**src/design/rcdc_pkg.sv**
```systemverilog
// What this block does
// - unreturned retry after limit sets expiry flag
// - retry bit 7 enables host-side counter, resets 1
// - retry bit 6 enables card-side counter, resets 1
// - retry bit 3 card expiry, write one clears
// - retry bit 1 host expiry, one clears
// - retry bits 5:4, 2, 0 read zero
// - card bit 7 gates ring-indicate output routing
// - card bit 6 floats video port terminals
// - card bit 2 routes card audio to pwm
// - card bit 1 passes speaker signal through
// - card bit 0 sticky interrupt flag, one clears
// - card bit 5 plain storage, 4:3 zero
// - device bit 6 forces low-voltage capability, resets 1
// - device bits 2:1 select interrupt signalling mode
// - device bit 3 shortens interrogation counter
// - device bits 7 and 4 read zero
// - terminal code 1000 outputs audio pwm signal
package rcdc_pkg;

  ////////////////////////////////////////////////////////////////////////////
  // register map
  localparam logic [7:0] RCDC_ADDR_RETRY = 8'h90;
  localparam logic [7:0] RCDC_ADDR_CARD = 8'h91;
  localparam logic [7:0] RCDC_ADDR_DEVICE = 8'h92;

  localparam logic [7:0] RCDC_RETRY_RESET = 8'hc0;
  localparam logic [7:0] RCDC_CARD_RESET = 8'h00;
  localparam logic [7:0] RCDC_DEVICE_RESET = 8'h66;

  // plain read/write bits and write-one-to-clear bits per register
  localparam logic [7:0] RCDC_RETRY_RW_MASK = 8'hc0;
  localparam logic [7:0] RCDC_RETRY_W1C_MASK = 8'h0a;
  localparam logic [7:0] RCDC_CARD_RW_MASK = 8'he6;
  localparam logic [7:0] RCDC_CARD_W1C_MASK = 8'h01;
  localparam logic [7:0] RCDC_DEVICE_RW_MASK = 8'h6f;

  ////////////////////////////////////////////////////////////////////////////
  // field positions
  localparam int RCDC_RT_HOST_EN = 7;
  localparam int RCDC_RT_CARD_EN = 6;
  localparam int RCDC_RT_CARD_EXP = 3;
  localparam int RCDC_RT_HOST_EXP = 1;

  localparam int RCDC_CC_RING_EN = 7;
  localparam int RCDC_CC_VIDEO_HIZ = 6;
  localparam int RCDC_CC_AUDIO_EN = 2;
  localparam int RCDC_CC_CARD_SPEAKER_SIGNAL_EN = 1;
  localparam int RCDC_CC_IRQ_FLAG = 0;

  localparam int RCDC_DC_LV_FORCE = 6;
  localparam int RCDC_DC_DIAG = 5;
  localparam int RCDC_DC_TEST = 3;
  localparam int RCDC_DC_MODE_HI = 2;
  localparam int RCDC_DC_MODE_LO = 1;

  ////////////////////////////////////////////////////////////////////////////
  // timing and encodings
  localparam int RCDC_RETRY_LIMIT_EXP = 15;
  localparam int RCDC_RETRY_LIMIT_CYCLES = 1 << RCDC_RETRY_LIMIT_EXP;
  localparam logic [3:0] RCDC_MFUNC_AUDIO_PWM = 4'h8;
  localparam int RCDC_NUM_TIMERS = 2;
  localparam int RCDC_TMR_HOST = 0;
  localparam int RCDC_TMR_CARD = 1;

  typedef enum logic [1:0]
  {
    RCDC_IRQ_PAR_PCI = 2'h0,
    RCDC_IRQ_PAR_IRQ_PCI = 2'h1,
    RCDC_IRQ_SER_IRQ_PAR_PCI = 2'h2,
    RCDC_IRQ_SER_ALL = 2'h3
  } rcdc_irq_mode_e;

  typedef enum logic
  {
    RCDC_TMR_IDLE = 1'b0,
    RCDC_TMR_WAIT = 1'b1
  } rcdc_tmr_mode_e;

  ////////////////////////////////////////////////////////////////////////////
  // carriers
  typedef struct packed
  {
    logic wr;
    logic rd;
    logic [7:0] addr;
    logic [7:0] wdata;
  } rcdc_bus_req_s;

  typedef struct packed
  {
    logic irq;
    logic audio;
    logic speaker;
    logic ring;
  } rcdc_card_in_s;

  typedef struct packed
  {
    logic ring_pme_out;
    logic ring_route_out;
    logic multipurpose_terminal_2_out;
    logic audio_pwm;
    logic speaker_out;
    logic speaker_oe;
    logic video_oe;
  } rcdc_pins_out_s;

  typedef struct packed
  {
    logic [7:0] retry;
    logic [7:0] card;
    logic [7:0] device;
    logic [7:0] rdata;
    rcdc_pins_out_s pins;
  } rcdc_state_s;

endpackage : rcdc_pkg

```
**src/design/rcdc_regs.sv**
```systemverilog
`timescale 1ns/1ps
module rcdc_regs #(
  parameter int RETRY_TIMEOUT_CYCLES = rcdc_pkg::RCDC_RETRY_LIMIT_CYCLES
) (
  input wire logic clock,
  input wire logic rst,
  input rcdc_pkg::rcdc_bus_req_s bus_req,
  output logic [7:0] bus_rdata,
  input wire logic host_retry_issued,
  input wire logic host_master_returned,
  input wire logic card_bus_retry_issued,
  input wire logic card_bus_master_returned,
  input rcdc_pkg::rcdc_card_in_s card_pins,
  input wire logic ring_terminal_select,
  input wire logic [3:0] multipurpose_terminal_2_cfg,
  output logic power_event_terminal,
  output logic ring_indicate_output,
  output logic multipurpose_terminal_2,
  output logic audio_pwm_signal,
  output logic speaker_output_terminal,
  output logic speaker_output_oe,
  output logic video_port_oe,
  output logic host_retry_counter_en,
  output logic card_bus_retry_counter_en,
  output logic host_retry_expired,
  output logic card_bus_retry_expired,
  output logic video_port_hiz_enable,
  output logic card_function_irq_flag,
  output logic low_voltage_capable_force,
  output logic diag_storage_bit,
  output logic interrogation_short,
  output rcdc_pkg::rcdc_irq_mode_e irq_signalling_select
);
  import rcdc_pkg::*;

  ////////////////////////////////////////////////////////////////////////////
  // address decode, shared by the write and read paths
  function automatic logic hit(input logic [7:0] addr, input logic [7:0] target);
    hit = (addr == target);
  endfunction : hit

  rcdc_state_s st_q;
  rcdc_state_s st_d;
  rcdc_card_in_s card_sync;
  logic [RCDC_NUM_TIMERS-1:0] tmr_en;
  logic [RCDC_NUM_TIMERS-1:0] tmr_retry;
  logic [RCDC_NUM_TIMERS-1:0] tmr_return;
  logic [RCDC_NUM_TIMERS-1:0] tmr_expired;
  logic wr_retry;
  logic wr_card;
  logic wr_device;
  logic audio_now;

  ////////////////////////////////////////////////////////////////////////////
  // card-side pins arrive from outside the clock domain
  rcdc_sync2 #(
    .W($bits(rcdc_card_in_s))
  ) u_card_sync (
    .clock(clock),
    .rst(rst),
    .async_in(card_pins),
    .sync_out(card_sync)
  );

  ////////////////////////////////////////////////////////////////////////////
  // one retry timeout counter per target side
  assign tmr_en[RCDC_TMR_HOST] = st_q.retry[RCDC_RT_HOST_EN];
  assign tmr_en[RCDC_TMR_CARD] = st_q.retry[RCDC_RT_CARD_EN];
  assign tmr_retry = {card_bus_retry_issued, host_retry_issued};
  assign tmr_return = {card_bus_master_returned, host_master_returned};

  genvar gi;
  generate
    for (gi = 0; gi < RCDC_NUM_TIMERS; gi++)
    begin : g_timer
      rcdc_retry_timer #(
        .LIMIT(RETRY_TIMEOUT_CYCLES)
      ) u_timer (
        .clock(clock),
        .rst(rst),
        .enable(tmr_en[gi]),
        .retry_ev(tmr_retry[gi]),
        .return_ev(tmr_return[gi]),
        .expired(tmr_expired[gi])
      );
    end
  endgenerate

  ////////////////////////////////////////////////////////////////////////////
  // write decode
  assign wr_retry = bus_req.wr && hit(bus_req.addr, RCDC_ADDR_RETRY);
  assign wr_card = bus_req.wr && hit(bus_req.addr, RCDC_ADDR_CARD);
  assign wr_device = bus_req.wr && hit(bus_req.addr, RCDC_ADDR_DEVICE);
  assign audio_now = st_q.card[RCDC_CC_AUDIO_EN] && card_sync.audio;

  // next state: writes first, hardware sets last so a set beats a clear
  always_comb
  begin
    st_d = st_q;

    // retry status: only rw bits store; reserved bits never get set
    if (wr_retry)
    begin
      st_d.retry = (st_q.retry & ~(RCDC_RETRY_RW_MASK | (bus_req.wdata & RCDC_RETRY_W1C_MASK)))
        | (bus_req.wdata & RCDC_RETRY_RW_MASK);
    end
    if (tmr_expired[RCDC_TMR_HOST])
      st_d.retry[RCDC_RT_HOST_EXP] = 1'b1;
    if (tmr_expired[RCDC_TMR_CARD])
      st_d.retry[RCDC_RT_CARD_EXP] = 1'b1;

    // card control: bit 5 is plain storage, bits 4:3 stay zero
    if (wr_card)
    begin
      st_d.card = (st_q.card & ~(RCDC_CARD_RW_MASK | (bus_req.wdata & RCDC_CARD_W1C_MASK)))
        | (bus_req.wdata & RCDC_CARD_RW_MASK);
    end
    // level interrupt: flag cannot be cleared while the card still asserts
    if (card_sync.irq)
      st_d.card[RCDC_CC_IRQ_FLAG] = 1'b1;

    // device control: bits 7 and 4 are masked off on every write
    if (wr_device)
      st_d.device = bus_req.wdata & RCDC_DEVICE_RW_MASK;

    // read data stand for exactly the cycle after the strobe
    st_d.rdata = '0;
    if (bus_req.rd)
    begin
      if (hit(bus_req.addr, RCDC_ADDR_RETRY))
        st_d.rdata = st_q.retry;
      else if (hit(bus_req.addr, RCDC_ADDR_CARD))
        st_d.rdata = st_q.card;
      else if (hit(bus_req.addr, RCDC_ADDR_DEVICE))
        st_d.rdata = st_q.device;
      else
        st_d.rdata = '0;
    end

    // pin outputs, registered so they never glitch on the terminals
    st_d.pins.ring_pme_out = st_q.card[RCDC_CC_RING_EN] && card_sync.ring
      && !ring_terminal_select;
    st_d.pins.ring_route_out = st_q.card[RCDC_CC_RING_EN] && card_sync.ring;
    st_d.pins.audio_pwm = audio_now;
    st_d.pins.multipurpose_terminal_2_out = (multipurpose_terminal_2_cfg == RCDC_MFUNC_AUDIO_PWM)
      && audio_now;
    st_d.pins.speaker_out = st_q.card[RCDC_CC_CARD_SPEAKER_SIGNAL_EN] && card_sync.speaker;
    st_d.pins.speaker_oe = st_q.card[RCDC_CC_CARD_SPEAKER_SIGNAL_EN];
    st_d.pins.video_oe = !st_q.card[RCDC_CC_VIDEO_HIZ];
  end

  always_ff @(posedge clock or posedge rst)
  begin
    if (rst)
    begin
      st_q.retry <= RCDC_RETRY_RESET;
      st_q.card <= RCDC_CARD_RESET;
      st_q.device <= RCDC_DEVICE_RESET;
      st_q.rdata <= '0;
      st_q.pins <= '0;
    end
    else
      st_q <= st_d;
  end

  ////////////////////////////////////////////////////////////////////////////
  // outputs, all straight from flip-flops
  assign bus_rdata = st_q.rdata;
  assign power_event_terminal = st_q.pins.ring_pme_out;
  assign ring_indicate_output = st_q.pins.ring_route_out;
  assign multipurpose_terminal_2 = st_q.pins.multipurpose_terminal_2_out;
  assign audio_pwm_signal = st_q.pins.audio_pwm;
  assign speaker_output_terminal = st_q.pins.speaker_out;
  assign speaker_output_oe = st_q.pins.speaker_oe;
  assign video_port_oe = st_q.pins.video_oe;
  assign host_retry_counter_en = st_q.retry[RCDC_RT_HOST_EN];
  assign card_bus_retry_counter_en = st_q.retry[RCDC_RT_CARD_EN];
  assign host_retry_expired = st_q.retry[RCDC_RT_HOST_EXP];
  assign card_bus_retry_expired = st_q.retry[RCDC_RT_CARD_EXP];
  assign video_port_hiz_enable = st_q.card[RCDC_CC_VIDEO_HIZ];
  assign card_function_irq_flag = st_q.card[RCDC_CC_IRQ_FLAG];
  assign low_voltage_capable_force = st_q.device[RCDC_DC_LV_FORCE];
  assign diag_storage_bit = st_q.device[RCDC_DC_DIAG];
  assign interrogation_short = st_q.device[RCDC_DC_TEST];
  assign irq_signalling_select =
    rcdc_irq_mode_e'(st_q.device[RCDC_DC_MODE_HI:RCDC_DC_MODE_LO]);
endmodule : rcdc_regs

```
**src/design/rcdc_sync2.sv**
```systemverilog
`timescale 1ns/1ps
module rcdc_sync2 #(
  parameter int W = 1
) (
  input wire logic clock,
  input wire logic rst,
  input wire logic [W-1:0] async_in,
  output logic [W-1:0] sync_out
);
  import rcdc_pkg::*;

  typedef struct packed
  {
    logic [W-1:0] stage1;
    logic [W-1:0] stage2;
  } rcdc_sync_state_s;

  rcdc_sync_state_s st_q;
  rcdc_sync_state_s st_d;

  // stage1 feeds stage2 only, so metastability never reaches logic
  always_comb
  begin
    st_d = st_q;
    st_d.stage1 = async_in;
    st_d.stage2 = st_q.stage1;
  end

  always_ff @(posedge clock or posedge rst)
  begin
    if (rst)
      st_q <= '0;
    else
      st_q <= st_d;
  end

  assign sync_out = st_q.stage2;

endmodule : rcdc_sync2

```
**src/design/rcdc_retry_timer.sv**
```systemverilog
`timescale 1ns/1ps
module rcdc_retry_timer #(
  parameter int LIMIT = rcdc_pkg::RCDC_RETRY_LIMIT_CYCLES
) (
  input wire logic clock,
  input wire logic rst,
  input wire logic enable,
  input wire logic retry_ev,
  input wire logic return_ev,
  output logic expired
);
  import rcdc_pkg::*;

  localparam int CNT_W = $clog2(LIMIT) + 1;
  localparam logic [CNT_W-1:0] LAST = CNT_W'(LIMIT - 1);

  typedef struct packed
  {
    rcdc_tmr_mode_e mode;
    logic [CNT_W-1:0] count;
    logic expired;
  } rcdc_tmr_state_s;

  rcdc_tmr_state_s st_q;
  rcdc_tmr_state_s st_d;

  // a return that is retried again in the same cycle restarts the wait
  always_comb
  begin
    st_d = st_q;
    st_d.expired = 1'b0;
    if (!enable)
    begin
      st_d.mode = RCDC_TMR_IDLE;
      st_d.count = '0;
    end
    else
    begin
      case (st_q.mode)
        RCDC_TMR_IDLE:
        begin
          if (retry_ev)
          begin
            st_d.mode = RCDC_TMR_WAIT;
            st_d.count = '0;
          end
        end
        RCDC_TMR_WAIT:
        begin
          if (return_ev)
          begin
            st_d.mode = retry_ev ? RCDC_TMR_WAIT : RCDC_TMR_IDLE;
            st_d.count = '0;
          end
          else if (st_q.count == LAST)
          begin
            st_d.expired = 1'b1;
            st_d.mode = RCDC_TMR_IDLE;
            st_d.count = '0;
          end
          else
            st_d.count = CNT_W'(st_q.count + 1'b1);
        end
        default:
        begin
          st_d.mode = RCDC_TMR_IDLE;
          st_d.count = '0;
        end
      endcase
    end
  end

  always_ff @(posedge clock or posedge rst)
  begin
    if (rst)
      st_q <= '0;
    else
      st_q <= st_d;
  end

  assign expired = st_q.expired;
endmodule : rcdc_retry_timer

```
**config.mk**
```make
export PLATFORM = sky130hd
export DESIGN_NAME = rcdc_regs
export DESIGN_NICKNAME = d
export VERILOG_FILES = /design/src/design/rcdc_pkg.sv /design/src/design/rcdc_regs.sv /design/src/design/rcdc_sync2.sv /design/src/design/rcdc_retry_timer.sv
export SDC_FILE = /design/constraint.sdc
export NUM_CORES = 1
export LEC_CHECK = 0
export BUFFER_PORTS_ARGS = -buffer_cell sky130_fd_sc_hd__buf_2
export CORE_MARGIN = 4
export CORE_UTILIZATION = 54
export CTS_BUF_LIST = sky130_fd_sc_hd__clkbuf_8
export DETAILED_ROUTE_END_ITERATION = 16
export GPL_ROUTABILITY_DRIVEN = 0
export PLACE_DENSITY = 0.77
export SLEW_MARGIN = 20
export SYNTH_ARGS = -nofsm -noshare
export SYNTH_HDL_FRONTEND = slang
export SYNTH_SLANG_ARGS = --single-unit
```
**constraint.sdc**
```tcl
create_clock -name clock -period 2.9 [get_ports clock]
set_input_delay 0.58 -clock clock [delete_from_list [all_inputs] [get_ports clock]]
set_output_delay 0.58 -clock clock [all_outputs]
set_load 0.03 [all_outputs]
```
==> flow_metrics.env, run 1 <==
export IMPL_status="complete, no violations"
export IMPL_maxCapViolCount=0
export IMPL_critPathSlowestCell="dfrtp_1"
export IMPL_setup_tns_ps=0
export IMPL_p_per_area_nw_per_um2=553
export IMPL_dieArea_sq_um=7690
export IMPL_async_flop_share_pct=100
export IMPL_hold_buffers=0
export IMPL_avgSynthCellArea_sq_um=10.5
export IMPL_drt_iter0_drc=195
export IMPL_r2r_cells=6
export IMPL_nets=417
export IMPL_hpwl_mm=4.89
export IMPL_synthTopCellsByCount="dfrtp_1 (68), o21ai_0 (27), nand2_1 (23), nand3_1 (20), nor2_1 (20)"
export IMPL_num_vias=2763
export IMPL_reg2reg_to="g_timer[0].u_timer.st_q[11]$_DFFE_PP0P_"
export IMPL_multi_input_area_sq_um=1420
export IMPL_cts_buffers=9
export IMPL_drt_wl_total_mm=7.23
export IMPL_cts_sinks=74
export IMPL_crit_cells=6
export IMPL_ff_latch_area_sq_um=1860
export IMPL_via_per_inst=5.98
export IMPL_clk_latency_ps=350
export IMPL_area_growth_syn_to_layout_pct=17.5
export IMPL_instances_no_fill=462
export IMPL_first_pass_iters=4
export IMPL_coreArea_sq_um=6060
export IMPL_rsz0062_at_grt="false"
export IMPL_ant_nets=0
export IMPL_cellInternalPower_mw=1.75
export IMPL_htreeDepth=3
export IMPL_postCtsSetupRepairBufs=0
export IMPL_critPathLaunch="g_timer[0].u_timer.st_q[1]$_DFFE_PP0P_"
export IMPL_irDropWorstVdd_mv=0.358
export IMPL_final_hold_viol_count=0
export IMPL_cp_cell_sequence="ha_1 > and3_1 > nand4_1 > buf_4 > a31o_2 > a22o_1"
export IMPL_grt_max_degree=75
export IMPL_rr_startpoint="g_timer[0].u_timer.st_q[1]$_DFFE_PP0P_"
export IMPL_ys_seq_area_share_pct=54.2
export IMPL_timing_final_crit_share_pct=73.2
export IMPL_die_w_um=87.7
export IMPL_grt_overflow_total=0
export IMPL_relSlewSlack_pct=61.6
export IMPL_synth_area_leaders="dfrtp_1 (50%), dfstp_2 (4.6%), mux2_2 (4.3%)"
export IMPL_post_synth_top_count_cell="dfrtp_1"
export IMPL_leakage_nw=1.88
export IMPL_start_util_pct=56.6
export IMPL_end_kind="register"
export IMPL_antenna_found_initial=0
export IMPL_syn_num_nets=361
export IMPL_hp_class="primary input to async pin"
export IMPL_pin_count=59
export IMPL_cpPeakStageDelay_ps=400
export IMPL_yosys_area_top_type="dfrtp_1"
export IMPL_crit_buf_inv=1
export IMPL_numPortBuffers=56
export IMPL_drc=0
export IMPL_ys_seq_elements=74
export IMPL_grt_pass1_vias=2685
export IMPL_r2r_slack_ps=780
export IMPL_fillers=457
export IMPL_cts_buffer_depth=2
export IMPL_synth_flop_cell="dfrtp_1"
export IMPL_worst_setup_path_start_kind="register"
export IMPL_cp_required_ps=3130
export IMPL_tightest_slew_ps=571
export IMPL_p_sw_share_pct=21.4
export IMPL_grt_use_total_pct=20.0
export IMPL_cts_tree="built"
export IMPL_critPathCapture="g_timer[0].u_timer.st_q[11]$_DFFE_PP0P_"
export IMPL_fmax_ghz=0.471
export IMPL_crit_type="register to register"
export IMPL_post_cts_resized=0
export IMPL_netlist_instances=326
export IMPL_drv_slew=0
export IMPL_clkTransAtPathRegs_ps=80
export IMPL_drive_above_1_share_pct=27.4
export IMPL_synth_edf_count=0
export IMPL_finalSetupViolations=0
export IMPL_dp_cells=446
export IMPL_netSwitchingPower_mw=0.476
export IMPL_yosys_warnings=0
export IMPL_post_drt_wl_per_cell_um=15.7
export IMPL_die_h_um=87.7
export IMPL_fin_crit_ps=2120
export IMPL_synth_area_sq_um=3430
export IMPL_synth_cell_types=47
export IMPL_combPwrFrac_pct=4.9
export IMPL_worstPathMaxFanout=12
export IMPL_seq_power_share_pct=47.7
export IMPL_finClkSkew_ps=10.5
export IMPL_yosysTopAreaCellShare_pct=49.6
export IMPL_diodes=0
export IMPL_cts_root_buf="clkbuf_8"
export IMPL_rows=28
export IMPL_cp_top_family="simple AND/OR/NAND/NOR gates"
export IMPL_grt_pass1_wl_mm=12.1
export IMPL_pwr_share_clk_pct=47.4
export IMPL_cp_arrival_ps=2360
==> per-layer routing <==
metal / part of all wire [%] / GRT usage [%] / up-vias
li1: - / - / 1313
met4: 1.5 / 10.0 / 0
met1: 44 / 25.6 / 1332
met2: 48 / 32.7 / 107
met3: 6.5 / 3.29 / 11
met5: 0 / 0 / -
==> metrics by stage <==
step           setup WS [ps]  cell area (sq um)  utilization [%]  power, mW  hold WS, ps
2_1_floorplan            448               3430                -       1.15          331
3_5_place_dp             677               3770             62.2       1.19          336
6_report                 778               4030             66.6       2.23          305
3_3_place_gp             733               3770             62.2       1.19          331
4_1_cts                  792               4030             66.6       2.25          314
5_1_grt                  620               4030             66.6       2.30          317
==> layout make-up <==
| cell class | instances | area share, % |
|---|---|---|
| Tap cell | 75 | 2.33 |
| Sequential cell | 74 | 46.1 |
| Inverter | 10 | 0.931 |
| Multi-Input combinational cell | 222 | 35.1 |
| Timing Repair Buffer | 65 | 8.93 |
| Clock buffer | 9 | 3.07 |
| Clock inverter | 7 | 3.50 |
==> power by group through the flow <==
stage                     Clock [mW]  Sequential, mW  Combinational, mW
after detailed placement           0            1.08              0.112
final                           1.06            1.06              0.110
after CTS                       1.07            1.06              0.112
after global routing            1.12            1.07              0.122
after global placement             0            1.08              0.108
after floorplan                    0            1.09             0.0519
==> sequential cells by signal, summed over array words and instances (netlist names), 2 cells and up <==
name,count
g_timer.u_timer.st_q,34
bus_rdata,7
st_q,4
u_card_sync.st_d,4
u_card_sync.sync_out,4
g_timer.u_timer.expired,2
irq_signalling_select,2
==> layout by cell type, fill, tap and decap left out, types with 4 or more instances in the layout <==
| cell | instances |
|---|---|
| or3_1 | 4 |
| nor2_1 | 20 |
| and2_1 | 7 |
| a31oi_1 | 12 |
| dfstp_2 | 6 |
| and4_1 | 6 |
| a41oi_1 | 5 |
| nand3b_1 | 4 |
| nand2_1 | 23 |
| nand3_1 | 20 |
| nor3_1 | 6 |
| dfrtp_1 | 68 |
| o31ai_1 | 5 |
| mux2_2 | 13 |
| buf_4 | 8 |
| and3_1 | 6 |
| clkbuf_8 | 9 |
| o21ai_0 | 27 |
| mux2i_1 | 6 |
| buf_2 | 56 |
| bufinv_16 | 4 |
| inv_1 | 10 |
| nand4_1 | 10 |
| a22oi_1 | 4 |
| a21oi_1 | 10 |
==> tightest hold or removal path, stage by stage <==
cell	delay (ps)
buf_2	100
inv_2	60
buf_12	320
==> cell families (layout without fill, tap and decap cells) <==
kind of cell               count (synthesis)  after routing  share of synthesized area (%)
AOI/OAI and AO/OA                         75             75                           13.8
other                                      1              1                          0.109
DFF                                       74             74                           54.2
adders and majority gates                  2              2                          0.729
xor gates and xnor gates                   1              1                          0.255
buffers and inverters                     30             91                           4.52
and+or+nand+nor                          124            124                           20.4
muxes                                     19             19                           6.02
==> how the worst min path moves through the flow <==
| stage | from | end | cells after the start |
|---|---|---|---|
| after global placement | u_card_sync.st_d[0]$_DFF_PP0_ | u_card_sync.sync_out[0]$_DFF_PP0_ | 0 |
| after CTS | rst | u_card_sync.st_d[0]$_DFF_PP0_ | 3 |
| after global routing | card_pins[0] | u_card_sync.st_d[0]$_DFF_PP0_ | 1 |
| final | rst | g_timer[0].u_timer.st_q[2]$_DFFE_PP0P_ | 3 |
| after detailed placement | u_card_sync.st_d[2]$_DFF_PP0_ | u_card_sync.sync_out[2]$_DFF_PP0_ | 0 |
| after floorplan | u_card_sync.st_d[0]$_DFF_PP0_ | u_card_sync.sync_out[0]$_DFF_PP0_ | 0 |
No activity file was read; power rests on OpenSTA's default activity.
==> inputs of run 2 (changes only) <==
- clock period: 2.9 -> 2.1 ns (I/O delays scaled with it)
==> flow_metrics.env, run 2 (synthesis results as in run 1) <==
export IMPL_status="complete, no violations"
export IMPL_finClkSkew_ps=5.78
export IMPL_hp_class="primary input to async pin"
export IMPL_cts_buffers=9
export IMPL_cts_buffer_depth=2
export IMPL_irDropWorstVdd_mv=0.434
export IMPL_largest_register="g_timer.u_timer.st_q"
export IMPL_final_hold_viol_count=0
export IMPL_first_pass_iters=5
export IMPL_hold_buffers=0
export IMPL_final_cell_mix="dfrtp_1 (68), buf_2 (56), o21ai_0 (27)"
export IMPL_dieArea_sq_um=7690
export IMPL_cpPeakStageDelay_ps=580
export IMPL_maxCapViolCount=0
export IMPL_tightest_slew_ps=575
export IMPL_fillers=449
export IMPL_dr_max_layer_used="met4"
export IMPL_coreArea_sq_um=6060
export IMPL_r2r_cells=5
export IMPL_setup_tns_ps=0
export IMPL_clkTransAtPathRegs_ps=80
export IMPL_drt_met1_wl_mm=2.97
export IMPL_nets=424
export IMPL_crit_type="register to register"
export IMPL_cp_arrival_ps=2060
export IMPL_timing_final_crit_share_pct=87.5
export IMPL_num_vias=2804
export IMPL_cp_required_ps=2330
export IMPL_leakage_nw=1.88
export IMPL_antenna_found_initial=0
export IMPL_layout_commonest_cell="dfrtp_1"
export IMPL_grt_pass1_vias=2820
export IMPL_clk_latency_ps=340
export IMPL_p_per_area_nw_per_um2=697
export IMPL_grt_use_total_pct=20.1
export IMPL_finalSetupViolations=0
export IMPL_rows=28
export IMPL_numPortBuffers=56
export IMPL_ant_nets=0
export IMPL_drv_slew=0
export IMPL_post_drt_wl_per_cell_um=15.6
export IMPL_dr_wl_met2_mm=3.54
export IMPL_pin_count=59
export IMPL_relSlewSlack_pct=61.3
export IMPL_grt_overflow_total=0
export IMPL_grt_pass1_wl_mm=12.2
export IMPL_via_per_inst=5.99
export IMPL_wl_met3_um=575
export IMPL_diodes=0
export IMPL_rsz0062_at_grt="false"
export IMPL_drive_above_1_share_pct=29.0
export IMPL_cts_tree="built"
export IMPL_drc=0
export IMPL_cp_cell_sequence="ha_1 > nand3_1 > o41a_1 > a21oi_1 > o21ai_0"
export IMPL_die_w_um=87.7
export IMPL_worst_setup_path_start_kind="register"
export IMPL_cts_sinks=74
export IMPL_end_kind="register"
export IMPL_fmax_ghz=0.544
export IMPL_fin_crit_ps=1840
export IMPL_start_util_pct=56.6
export IMPL_drt_iter0_drc=110
export IMPL_die_h_um=87.7
export IMPL_area_growth_syn_to_layout_pct=18.0
export IMPL_largest_reg_flops=34
export IMPL_cts_root_buf="clkbuf_8"
export IMPL_hpwl_mm=5.20
export IMPL_total_power_mw=2.82
export IMPL_critPathSlowestCell="o41a_1"
export IMPL_htreeDepth=3
export IMPL_drt_wl_total_mm=7.31
export IMPL_grt_max_degree=30
export IMPL_worstPathMaxFanout=7
run 2: final cells by class:
type	instances	area (sq um)	area share, %
Sequential cell	74	1860	45.9
Multi-Input combinational cell	222	1430	35.2
Timing Repair Buffer	72	413	10.2
Clock buffer	9	124	3.06
Tap cell	75	93.8	2.32
Clock inverter	6	92.6	2.29
Inverter	10	41.3	1.02
run 2: metrics by stage:
step / std cells / hold WS, ps / utilization, % / setup WS [ps] / instance area (sq um)
CTS: 465 / 103 / 66.3 / 156 / 4020
global placement: 450 / 333 / 62.7 / 148 / 3800
floorplan: 326 / 331 / - / 346 / 3440
finish: 468 / 102 / 66.8 / 263 / 4050
detailed placement: 450 / 335 / 62.7 / 142 / 3800
global route: 468 / 138 / 66.8 / 115 / 4050
run 2: power breakdown:
part	total (mW)	internal [mW]	switching, mW
clock network	1.20	0.666	0.537
logic	0.154	0.0583	0.0953
registers	1.47	1.45	0.0151
run 2: worst max-delay path: cells and delay by family, from the launching register on:
kind	cells	cell delay (ps)
DFF	1	420
adders and majority gates	1	250
and+or+nand+nor	1	220
AOI/OAI and AO/OA	3	830
run 2: what timing repair did:
| item | 4_1_cts | 5_1_grt |
|---|---|---|
| setup buffers | 0 | 3 |
| setup endpoints to repair | 0 | 2 |
| gates resized for setup | 0 | 1 |
run 2: worst paths after layout:
path / from / to / slack (ps)
min in group clock: card_pins[0] / u_card_sync.st_d[0]$_DFF_PP0_ / 180
worst max register to register: g_timer[1].u_timer.st_q[1]$_DFFE_PP0P_ / g_timer[1].u_timer.st_q[16]$_DFFE_PP0P_ / 260
worst max-delay path: g_timer[1].u_timer.st_q[1]$_DFFE_PP0P_ / g_timer[1].u_timer.st_q[16]$_DFFE_PP0P_ / 260
worst min register to register: u_card_sync.st_d[3]$_DFF_PP0_ / u_card_sync.sync_out[3]$_DFF_PP0_ / 350
worst min-delay path: rst / g_timer[0].u_timer.expired$_DFF_PP0_ / 100
max in group asynchronous: rst / irq_signalling_select[0]$_DFFE_PP1P_ / 1390
run 2: per-layer routing:
| metal | up-vias | global-route usage (%) |
|---|---|---|
| li1 | 1316 | - |
| met1 | 1346 | 23.8 |
| met2 | 118 | 34.0 |
| met3 | 24 | 4.33 |
| met4 | 0 | 11.2 |
| met5 | - | 0 |
